<file path="src/rtl/pc_vec_pkg.sv">
// Constants for the program counter and vector block
package pc_vec_pkg;
    localparam int          PC_W          = 21;
    localparam logic [20:0] RESET_VECTOR  = 21'h000000;
    localparam logic [20:0] HIGH_VECTOR   = 21'h000008;
    localparam logic [20:0] LOW_VECTOR    = 21'h000018;
    localparam logic [20:0] PC_STEP       = 21'h000002;
    localparam logic [20:0] FLASH_64K     = 21'h010000;
    localparam logic [20:0] FLASH_128K    = 21'h020000;
    localparam logic [20:0] CFG_SPAN      = 21'h000008;
    localparam int          CFG_WORDS     = 3;
    localparam int          STACK_DEPTH   = 31;
    localparam logic [15:0] NOP_WORD      = 16'h0000;
    localparam logic [7:0]  LATCH_RESET   = 8'h00;
    localparam logic [4:0]  SP_RESET      = 5'h00;
    localparam logic [4:0]  SP_TOP        = 5'h1F;
    localparam logic [15:0] CFG_RESET     = 16'hFFFF;
    typedef enum logic [1:0] {LD_IDLE, LD_FETCH, LD_DONE} cfg_state_t;
endpackage

</file>
<file path="src/rtl/program_counter_and_vectors.sv">
// Program counter, latches, vectors, return stack push and setup word load
// How it works
// - Twenty-one bit counter, two megabyte space
// - Fetch beyond flash returns zero NOP
// - Flash size is 64K or 128K
// - Fetch and data on separate buses
// - Reset loads counter with zero vector
// - High interrupt 0008h, low 0018h
// - Three of the top four flash words copied at reset
// - Ascending words, three used, fourth reserved
// - Setup words at FFF8h or 1FFF8h
// - Low byte readable and writable
// - Bits 15..8 only via high latch
// - Bits 20..16 only via upper latch
// - Low byte write loads counter from both latches
// - Low byte read captures upper bytes
// - Bit zero always held at zero
// - Sequential advance by two
// - Jumps load target, ignore latches
// - Interrupt wake pushes counter on stack
// - Interrupt wake then loads vector
// - Push increments pointer, then writes
`timescale 1ns/1ps
`default_nettype none
module program_counter_and_vectors #(
    parameter bit LARGE_FLASH = 1'b0
) (
    input  wire logic        clk_sys_i,
    input  wire logic        rst_n_i,
    input  wire logic        step_i,
    input  wire logic        jump_i,
    input  wire logic [20:0] jump_target_i,
    input  wire logic        push_call_i,
    input  wire logic        irq_high_i,
    input  wire logic        irq_low_i,
    input  wire logic        wake_i,
    input  wire logic        high_priority_global_enable_i,
    input  wire logic        low_priority_global_enable_i,
    input  wire logic        low_wr_i,
    input  wire logic        low_rd_i,
    input  wire logic [7:0]  data_wr_i,
    input  wire logic        high_latch_wr_i,
    input  wire logic        upper_latch_wr_i,
    input  wire logic [15:0] flash_data_i,
    input  wire logic        data_req_i,
    input  wire logic [7:0]  data_addr_i,
    output logic [20:0]      fetch_addr_o,
    output logic [15:0]      fetch_word_o,
    output logic [7:0]       pc_low_byte_o,
    output logic [7:0]       pc_high_latch_o,
    output logic [7:0]       pc_upper_latch_o,
    output logic [20:0]      top_of_stack_o,
    output logic [4:0]       return_stack_pointer_o,
    output logic             stack_full_o,
    output logic [15:0]      first_setup_word_o,
    output logic [15:0]      second_setup_word_o,
    output logic [15:0]      third_setup_word_o,
    output logic             setup_ready_o,
    output logic             data_ack_o,
    output logic [7:0]       data_addr_o
);
    // ****************************************
    // Reset release and flash geometry
    // ****************************************
    logic                    rst_meta;
    logic                    rst_sync;
    logic [20:0]             flash_end;
    logic [20:0]             cfg_base;
    logic [20:0]             instruction_pointer;
    logic [20:0]             next_pc;
    logic [20:0]             stack_mem [1:pc_vec_pkg::STACK_DEPTH];
    logic [4:0]              sp;
    logic                    vector_take;
    logic [20:0]             vector_addr;
    pc_vec_pkg::cfg_state_t  cfg_state;
    logic [1:0]              cfg_idx;
    logic [20:0]             cfg_addr;
    logic                    load_last;
    logic                    push_now;
    logic [20:0]             push_value;

    // Two flops so release is clean to the clock
    always_ff @(posedge clk_sys_i or negedge rst_n_i)
    begin
        if (!rst_n_i)
        begin
            rst_meta <= 1'b0;
            rst_sync <= 1'b0;
        end
        else
        begin
            rst_meta <= 1'b1;
            rst_sync <= rst_meta;
        end
    end

    assign flash_end = LARGE_FLASH ? pc_vec_pkg::FLASH_128K : pc_vec_pkg::FLASH_64K;
    // setup words sit in the last eight bytes
    assign cfg_base  = flash_end - pc_vec_pkg::CFG_SPAN;

    // ****************************************
    // Interrupt vector selection
    // ****************************************
    // high priority wins when both arrive
    assign vector_addr = irq_high_i ? pc_vec_pkg::HIGH_VECTOR : pc_vec_pkg::LOW_VECTOR;
    // wake counts only with a global enable set
    assign vector_take = (irq_high_i || irq_low_i) && (!wake_i
                         || high_priority_global_enable_i || low_priority_global_enable_i);

    // Next counter value, priority vector > jump > low write > step
    always_comb
    begin
        next_pc = instruction_pointer;
        if (!setup_ready_o)
            // Controls refused until the setup words are in
            next_pc = instruction_pointer;
        else if (vector_take)
            next_pc = vector_addr;
        else if (jump_i)
            next_pc = jump_target_i;
        else if (low_wr_i)
            // latches join the written low byte
            next_pc = {pc_upper_latch_o[4:0], pc_high_latch_o, data_wr_i};
        else if (step_i)
            next_pc = instruction_pointer + pc_vec_pkg::PC_STEP;
        next_pc[0] = 1'b0;
    end

    // ****************************************
    // Program counter register
    // ****************************************
    // counter held at reset vector while setup loads
    always_ff @(posedge clk_sys_i or negedge rst_n_i)
    begin
        if (!rst_n_i)
            instruction_pointer <= pc_vec_pkg::RESET_VECTOR;
        else if (!rst_sync || !setup_ready_o)
            instruction_pointer <= pc_vec_pkg::RESET_VECTOR;
        else
            instruction_pointer <= next_pc;
    end

    // ****************************************
    // Latches and low byte view
    // ****************************************
    // latches only store; read captures
    always_ff @(posedge clk_sys_i or negedge rst_n_i)
    begin
        if (!rst_n_i)
        begin
            pc_high_latch_o  <= pc_vec_pkg::LATCH_RESET;
            pc_upper_latch_o <= pc_vec_pkg::LATCH_RESET;
        end
        else if (low_rd_i)
        begin
            pc_high_latch_o  <= instruction_pointer[15:8];
            pc_upper_latch_o <= {3'b000, instruction_pointer[20:16]};
        end
        else
        begin
            if (high_latch_wr_i)
                pc_high_latch_o <= data_wr_i;
            if (upper_latch_wr_i)
                pc_upper_latch_o <= {3'b000, data_wr_i[4:0]};
        end
    end

    // low byte readable copy of the counter
    always_ff @(posedge clk_sys_i or negedge rst_n_i)
    begin
        if (!rst_n_i)
            pc_low_byte_o <= 8'h00;
        else
            pc_low_byte_o <= next_pc[7:0];
    end

    // ****************************************
    // Fetch path
    // ****************************************
    // beyond flash reads as NOP; setup area served from flash too
    always_ff @(posedge clk_sys_i or negedge rst_n_i)
    begin
        if (!rst_n_i)
        begin
            fetch_addr_o <= pc_vec_pkg::RESET_VECTOR;
            fetch_word_o <= pc_vec_pkg::NOP_WORD;
        end
        else
        begin
            fetch_addr_o <= (setup_ready_o || load_last) ? next_pc : cfg_addr;
            fetch_word_o <= (fetch_addr_o < flash_end) ? flash_data_i
                                                       : pc_vec_pkg::NOP_WORD;
        end
    end

    // data side has its own port, never stalls fetch
    always_ff @(posedge clk_sys_i or negedge rst_n_i)
    begin
        if (!rst_n_i)
        begin
            data_ack_o  <= 1'b0;
            data_addr_o <= 8'h00;
        end
        else
        begin
            data_ack_o  <= data_req_i;
            data_addr_o <= data_addr_i;
        end
    end

    // ****************************************
    // Return stack push
    // ****************************************
    // Push request and the value it saves
    assign push_now   = rst_sync && setup_ready_o && (vector_take || push_call_i);
    assign push_value = (push_call_i && !vector_take)
                        ? instruction_pointer + pc_vec_pkg::PC_STEP
                        : instruction_pointer;

    // pointer first, then write; saturates at the top
    always_ff @(posedge clk_sys_i or negedge rst_n_i)
    begin
        if (!rst_n_i)
        begin
            sp           <= pc_vec_pkg::SP_RESET;
            stack_full_o <= 1'b0;
        end
        else if (rst_sync && setup_ready_o && (vector_take || push_call_i))
        begin
            if (sp != pc_vec_pkg::SP_TOP)
                sp <= sp + 5'h01;
            if (sp >= pc_vec_pkg::SP_TOP - 5'h01)
                stack_full_o <= 1'b1;
        end
    end

    // store the return address in the new slot
    always_ff @(posedge clk_sys_i)
    begin
        if (push_now && sp != pc_vec_pkg::SP_TOP)
            stack_mem[sp + 5'h01] <= push_value;
    end

    // Top of stack and pointer views
    always_ff @(posedge clk_sys_i or negedge rst_n_i)
    begin
        if (!rst_n_i)
        begin
            top_of_stack_o         <= pc_vec_pkg::RESET_VECTOR;
            return_stack_pointer_o <= pc_vec_pkg::SP_RESET;
        end
        else if (push_now && sp != pc_vec_pkg::SP_TOP)
        begin
            // Views move with the push so software sees it at once
            return_stack_pointer_o <= sp + 5'h01;
            top_of_stack_o         <= push_value;
        end
        else
        begin
            return_stack_pointer_o <= sp;
            top_of_stack_o <= (sp == pc_vec_pkg::SP_RESET) ? pc_vec_pkg::RESET_VECTOR
                                                           : stack_mem[sp];
        end
    end

    // ****************************************
    // Setup word copy after reset
    // ****************************************
    // three words read upward, fourth skipped
    assign cfg_addr = cfg_base + {18'h00000, cfg_idx, 1'b0};
    // Last word lands now: fetch returns to the reset vector with it
    assign load_last = (cfg_state == pc_vec_pkg::LD_FETCH) && (fetch_addr_o == cfg_addr)
                       && (cfg_idx == 2'(pc_vec_pkg::CFG_WORDS - 1));

    always_ff @(posedge clk_sys_i or negedge rst_n_i)
    begin
        if (!rst_n_i)
        begin
            cfg_state           <= pc_vec_pkg::LD_IDLE;
            cfg_idx             <= 2'b00;
            setup_ready_o       <= 1'b0;
            first_setup_word_o  <= pc_vec_pkg::CFG_RESET;
            second_setup_word_o <= pc_vec_pkg::CFG_RESET;
            third_setup_word_o  <= pc_vec_pkg::CFG_RESET;
        end
        else if (rst_sync)
        begin
            unique case (cfg_state)
                pc_vec_pkg::LD_IDLE:
                    // Address goes out this cycle, data back one later
                    cfg_state <= pc_vec_pkg::LD_FETCH;
                pc_vec_pkg::LD_FETCH:
                begin
                    // Wait for the address to reach flash before sampling
                    if (fetch_addr_o == cfg_addr)
                    begin
                        unique case (cfg_idx)
                            2'd0:    first_setup_word_o  <= flash_data_i;
                            2'd1:    second_setup_word_o <= flash_data_i;
                            default: third_setup_word_o  <= flash_data_i;
                        endcase
                        if (cfg_idx == 2'(pc_vec_pkg::CFG_WORDS - 1))
                        begin
                            cfg_state     <= pc_vec_pkg::LD_DONE;
                            setup_ready_o <= 1'b1;
                        end
                        else
                            cfg_idx <= cfg_idx + 2'b01;
                    end
                end
                pc_vec_pkg::LD_DONE:
                    cfg_state <= pc_vec_pkg::LD_DONE;
            endcase
        end
    end
endmodule
`default_nettype wire

</file>
<file path="config.mk">
export PLATFORM = sky130hd
export DESIGN_NAME = program_counter_and_vectors
export DESIGN_NICKNAME = d
export VERILOG_FILES = /design/src/rtl/pc_vec_pkg.sv /design/src/rtl/program_counter_and_vectors.sv
export SDC_FILE = /design/constraint.sdc
export NUM_CORES = 1
export LEC_CHECK = 0
export ABC_AREA = 1
export BUFFER_PORTS_ARGS = -buffer_cell sky130_fd_sc_hd__buf_2
export CAP_MARGIN = 30
export CORE_AREA = 2 2 247 249
export DETAILED_ROUTE_END_ITERATION = 10
export DIE_AREA = 0 0 249 251
export HOLD_SLACK_MARGIN = 0.08
export PLACE_DENSITY = 0.75
export SYNTH_ARGS = -nofsm -noshare
export SYNTH_HDL_FRONTEND = slang
export SYNTH_SLANG_ARGS = --single-unit
</file>
<file path="constraint.sdc">
create_clock -name clk_sys_i -period 2.7 [get_ports clk_sys_i]
set_input_delay 0.405 -clock clk_sys_i [delete_from_list [all_inputs] [get_ports clk_sys_i]]
set_output_delay 0.405 -clock clk_sys_i [all_outputs]
set_load 0.02 [all_outputs]
</file>
# After elaboration in Yosys (flattened, before gate mapping)

Memories as Yosys holds them, arrays and structs flattened.
Index checks and enable logic that the tools add are counted.

Bits in registers: 177
Logic and storage cells: 90
Output and inout port bits: 146
Memories: 1
Memory bits (writable): 651

Bitwise gates (word level): 2
Add/sub/neg operators: 4
Reduce and logical (&&, ||, !) cells: 31
Order comparisons: 2
Equality and inequality tests: 8
Multiplexer cells: 22

Memory list:

| name      | depth | bits a word | read ports | clocked after memory_dff | wr ports | RTL line                          | RTL |
|---|---|---|---|---|---|---|---|
| stack_mem | 31    | 21          | 1          | 0                        | 1        | program_counter_and_vectors.sv:71 | `logic [20:0] stack_mem [1:pc_vec_pkg::STACK_DEPTH];` |

Operators by type and width:

| operator                                                                 | number |
|---|---|
| 21-bit two-way mux                                                       | 10 |
| 8-bit two-way mux                                                        | 4 |
| 21-bit by 2-bit adder with 21-bit output (second input constant)         | 1 |
| 21-bit by 17-bit == test with 1-bit output                               | 1 |
| 21-bit by 17-bit < comparator with 1-bit output (second input constant)  | 1 |
| 4-bit AND reduction                                                      | 5 |
| 16-bit by 3-bit adder with 17-bit output (first input constant)          | 1 |
| 16-bit two-way mux                                                       | 1 |
| 5-bit two-way mux                                                        | 2 |
| 1-bit logical AND                                                        | 7 |
| 1-bit logical OR                                                         | 6 |
| 2-bit case mux with 3 select lines                                       | 1 |
| 5-bit by 1-bit adder with 5-bit output (second input constant)           | 1 |
| 5-bit greater-or-equal comparator (second input constant)                | 1 |
| 5-bit logical NOT                                                        | 1 |
| 5-bit inequality test (second input constant)                            | 1 |
| 2-bit by 1-bit == test with 1-bit output (second input constant)         | 2 |
| 2-bit == test (second input constant)                                    | 2 |
| 1-bit logical NOT                                                        | 4 |
| 2-bit logical NOT                                                        | 2 |
| 2-bit two-way mux                                                        | 2 |
| 2-bit by 1-bit inequality test with 1-bit output (second input constant) | 2 |
| 2-bit AND reduction                                                      | 2 |
| 2-bit nonzero test                                                       | 2 |
| other kinds (5)                                                          | 7 |

# Depth between registers and ports, before layout

Word-level depth: 9
Gate-level depth with buffers: 13
Mapped depth without buffers: 12

# Least setup slack after synthesis

OpenSTA, ideal clock, no wires.

Path kind: in2reg
Start: input high_priority_global_enable_i
End: memory stack_mem[10][13], data pin
Path buffers: 1
Arrival time: 2.469 ns
Required time: 2.244 ns
Stages on the path: 5
Library setup time: 0.456 ns
Setup slack: -0.225 ns
Cells stage by stage: or3b_4 -> o21ai_4 -> nand2_4 -> buf_6 -> o21ai_0

Word-level cells in the longest chain between the ends: 6

RTL lines:

| item                           | RTL line                           | RTL |
|---|---|---|
| start: declaration             | program_counter_and_vectors.sv:37  | `input wire logic high_priority_global_enable_i,` |
| 1-bit logical OR (2 in series) | program_counter_and_vectors.sv:108 | `\|\| high_priority_global_enable_i \|\| low_priority_global_enable_i);` |
| 1-bit logical AND              | program_counter_and_vectors.sv:107 | `assign vector_take = (irq_high_i \|\| irq_low_i) && (!wake_i` |
| 1-bit logical NOT              | program_counter_and_vectors.sv:216 | `assign push_value = (push_call_i && !vector_take)` |
| 1-bit logical AND              | program_counter_and_vectors.sv:216 |  |
| 21-bit two-way mux             | program_counter_and_vectors.sv:217 | `? instruction_pointer + pc_vec_pkg::PC_STEP` |
| named net push_value[13]       | program_counter_and_vectors.sv:80  | `logic [20:0] push_value;` |
| end: declaration               | program_counter_and_vectors.sv:71  |  |

The timed path passes the listed nets, and every way through them passes these cells.

# Worst setup path after layout

Start: register sp[1]
End: memory stack_mem[22][15], enable pin

Word-level cells in the longest chain between the ends: 4
Elaborated cells on any way between the ends: 5
Those cells by class: add/sub (1); eq/ne (1); mux (2); reduce/logical (1)

RTL lines:

| item                                    | RTL line                           | RTL |
|---|---|---|
| start: declaration                      | program_counter_and_vectors.sv:72  | `logic [4:0] sp;` |
| start signal: assignment                | program_counter_and_vectors.sv:225 | `sp <= pc_vec_pkg::SP_RESET;` |
| start signal: assignment                | program_counter_and_vectors.sv:231 | `sp <= sp + 5'h01;` |
| 5-bit inequality test                   | program_counter_and_vectors.sv:240 | `if (push_now && sp != pc_vec_pkg::SP_TOP)` |
| 1-bit logical AND                       | program_counter_and_vectors.sv:240 |  |
| 1-bit two-way mux                       | program_counter_and_vectors.sv:240 |  |
| 1-bit two-way mux (implied by the code) | program_counter_and_vectors.sv:241 | `stack_mem[sp + 5'h01] <= push_value;` |

Several ways; a longest one is shown, not always the timed one.

==> qor.csv <==
stage,metric,value,unit
global_routing,overflow,0,
setup_path,r2r_end,stack_mem[22][15],
detailed_routing,dr.pass1.iters,6,
cells_and_area,nNetsFinal,3070,
placement,routabilityCongestion,0.923,
global_routing,antenna_found_initial,0,
die,dieArea,62500,um2
clock_network,clkTransAtPathRegs,0.06,ns
outcome,failed_checks,setup timing,
logic_synthesis,yosysMostFrequentCell,edfxtp_1,
clock_network,clk_latency,0.63,ns
placement,dp.cells,3665,
die,start_util,53.4,%
timing,setup_viol,5,
clock_network,htreeDepth,3,
timing,relSlewSlack,47.6,%
cells_and_area,n_antenna_cell,0,
placement,port_buffers,206,
global_routing,grt_first_pass_wirelength,128,mm
cells_and_area,multi_input_area,8040,um2
cells_and_area,seq_area,23000,um2
min_path,min_to,fetch_word_o[8],
min_path,hold_path.class,input pin to flop,
timing,finClkSkew,0.0313,ns
logic_synthesis,postSynthCellCount,2732,
job,drv_cap,0,
detailed_routing,postRouteAntennaNets,0,
setup_path,critical_path_class,flop to flop,
logic_synthesis,syn-cell-area,31900,um2
setup_path,worstPathRequired,3.00,ns
setup_path,r2r_setup_slack,-0.009,ns
timing,rsz0062_at_grt,yes,
setup_path,crit_fanout,15,
detailed_routing,via_per_inst,5.97,
power,irDropWorstVdd,890,uV
logic_synthesis,yosysTopAreaCellShare,58.3,%
detailed_routing,drt-total-wl,85.4,mm
logic_synthesis,yosys.area.top_type,edfxtp_1,
logic_synthesis,async_flop_share,21.6,%
setup_path,cp-end-kind,flop,
logic_synthesis,ys_types,45,
clock_network,clock_sink_count,791,
logic_synthesis,synth-main-ff-cell,edfxtp_1,
clock_network,clock_path_buffers,3,
clock_network,cts_resized,0,
power,p_leak,13.7,nW
timing,fmax,369,MHz
logic_synthesis,synth.area.top_cells,"edfxtp_1 58%, dfrtp_1 9.6%, o21ai_0 5.7%, nor2_1 5.4%, nand2_1 4.8%",
setup_path,arrival,3.01,ns
detailed_routing,drtIter0Drc,2610,
die,num_io_pins,214,
die,rows,90,
detailed_routing,vias,22935,
cells_and_area,instances_no_fill,3839,
cells_and_area,drive_above_1_share,18.1,%
setup_path,r2r-start,sp[1],
outcome,status,"finished, violations left",
placement,dp_hpwl,50.7,mm
timing,hold_violations,0,
clock_network,cts_tree,done,
min_path,min_from,flash_data_i[8],
timing,tightest_slew,0.784,ns
timing,fin_crit_sh,100,%
logic_synthesis,yosysSeqAreaShare,71.9,%
logic_synthesis,yosysWarnings,0,
timing,slew_violations,0,
power,p_per_area,963,nW/um2
placement,place_ws,0.107,ns
die,core,59800,um2
logic_synthesis,synth-seq-cells,791,
global_routing,grt_max_degree,121,
placement,post_dp_cell_area,34600,um2
logic_synthesis,synth-edff-count,620,
cells_and_area,area_growth_syn_to_layout,17.2,%
setup_path,startpoint_type,flop,
timing,period_needed,2.71,ns
min_path,min_path_cells,3,
timing,tns,-0.0398,ns
cells_and_area,fin_util,62.6,%
logic_synthesis,avgSynthCellArea,11.7,um2
cells_and_area,stdcell_area,37400,um2
clock_network,cts_buffers,80,
global_routing,grt_usage,26.9,%
setup_path,reg2regPathDepth,9,
die,die_w,249,um
detailed_routing,drc,0,
clock_network,cts_root_buf,clkbuf_16,
detailed_routing,wl_per_cell,22.2,um
timing,setup_ws,-0.00944,ns
die,die_y,251,um
global_routing,grt_pass1_vias,22309,
logic_synthesis,yosys-top-cells-count,"620 x edfxtp_1, 456 x nor2_1, 412 x nand2_1, 364 x o21ai_0, 130 x o22ai_1",
cells_and_area,fillers,4245,
-- area by class of cell --
cell class | instances | share of cell area (%)
multi-input cells | 1696 | 21.5
clock inverters | 35 | 0.719
repair buffers | 342 | 6.95
inverters | 80 | 0.833
clock buffers | 113 | 6.04
well taps | 782 | 2.62
flip-flops and latches | 791 | 61.4
-- cells by family after synthesis --
family                     Yosys count  share of synthesized area (%)
buffers and inverters              250                           3.52
other                                2                         0.0235
DFF                                791                           71.9
AOI/OAI and AO/OA                  668                           11.1
xor gates and xnor gates            11                          0.302
adders and majority gates           11                          0.431
and+or+nand+nor                    999                           12.7
-- worst max-delay path: stages, from the launching register on --
cell      delay (ns)
dfrtp_4         0.49
ha_1            0.23
inv_1           0.08
nor2_1          0.05
ha_1            0.24
nand3b_4        0.18
inv_2           0.23
nand2_1         0.34
nor2_2          0.24
buf_4           0.28
-- cell usage in the layout, fill, tap and decap left out, types with 4 or more instances in the layout --
cell	instances
edfxtp_1	620
nor2_1	422
nand2_1	412
o21ai_0	355
buf_2	205
o22ai_1	130
dfrtp_1	121
a21oi_1	84
clkbuf_16	82
buf_4	72
inv_1	70
o21ai_1	69
nand3_1	68
dfstp_2	48
nand4_1	41
buf_12	38
nor2_2	32
dlygate4sd3_1	26
clkbuf_1	22
clkinv_1	17
o21ai_2	17
clkinv_2	11
ha_1	11
clkbuf_8	9
xor2_1	8
conb_1	7
o211ai_1	6
nor3_1	5
inv_2	4
-- per-layer routing --
| metal | wire length, um | vias to the layer above | track usage (%) |
|---|---|---|---|
| li1 | - | 10207 | - |
| met1 | 32100 | 11201 | 35.2 |
| met5 | 0 | - | 0 |
| met4 | 3170 | 0 | 11.7 |
| met3 | 8110 | 208 | 4.43 |
| met2 | 42000 | 1319 | 44.9 |
-- how the worst max path moves through the flow --
stage	depth (start not counted)	to	startpoint
detailed placement	9	stack_mem[22][14]	sp[1]
finish	9	stack_mem[22][15]	sp[1]
global placement	9	stack_mem[1][14]	sp[1]
CTS	9	stack_mem[22][13]	sp[1]
floorplan	5	stack_mem[10][13]	high_priority_global_enable_i
global route	9	stack_mem[21][13]	sp[1]
-- power by group --
group | internal, W | total, W | switching, W
clock network | 0.00613 | 0.0107 | 0.00453
logic | 0.00323 | 0.0107 | 0.00750
registers | 0.0142 | 0.0146 | 0.000467
-- flip-flops by register name (all words and copies together) (netlist names), 8 cells and up --
| register | count |
|---|---|
| data_addr_o | 8 |
| third_setup_word_o | 16 |
| fetch_word_o | 16 |
| first_setup_word_o | 16 |
| stack_mem | 620 |
| fetch_addr_o | 20 |
| pc_high_latch_o | 8 |
| top_of_stack_o | 20 |
| second_setup_word_o | 16 |
| instruction_pointer | 20 |
-- per-stage QoR --
step                total power (W)  hold WS, ns
floorplan                    0.0217        0.109
global placement             0.0249        0.335
detailed placement           0.0253        0.341
CTS                          0.0360       0.0814
global route                 0.0375        0.113
finish                       0.0360       0.0993
-- what timing repair did --
action                     CTS  global route
setup endpoints to repair    0           395
hold endpoints to repair   104             0
hold buffers                26             0
setup buffers                0             0
Note: power is estimated with default switching activity, not from simulation.
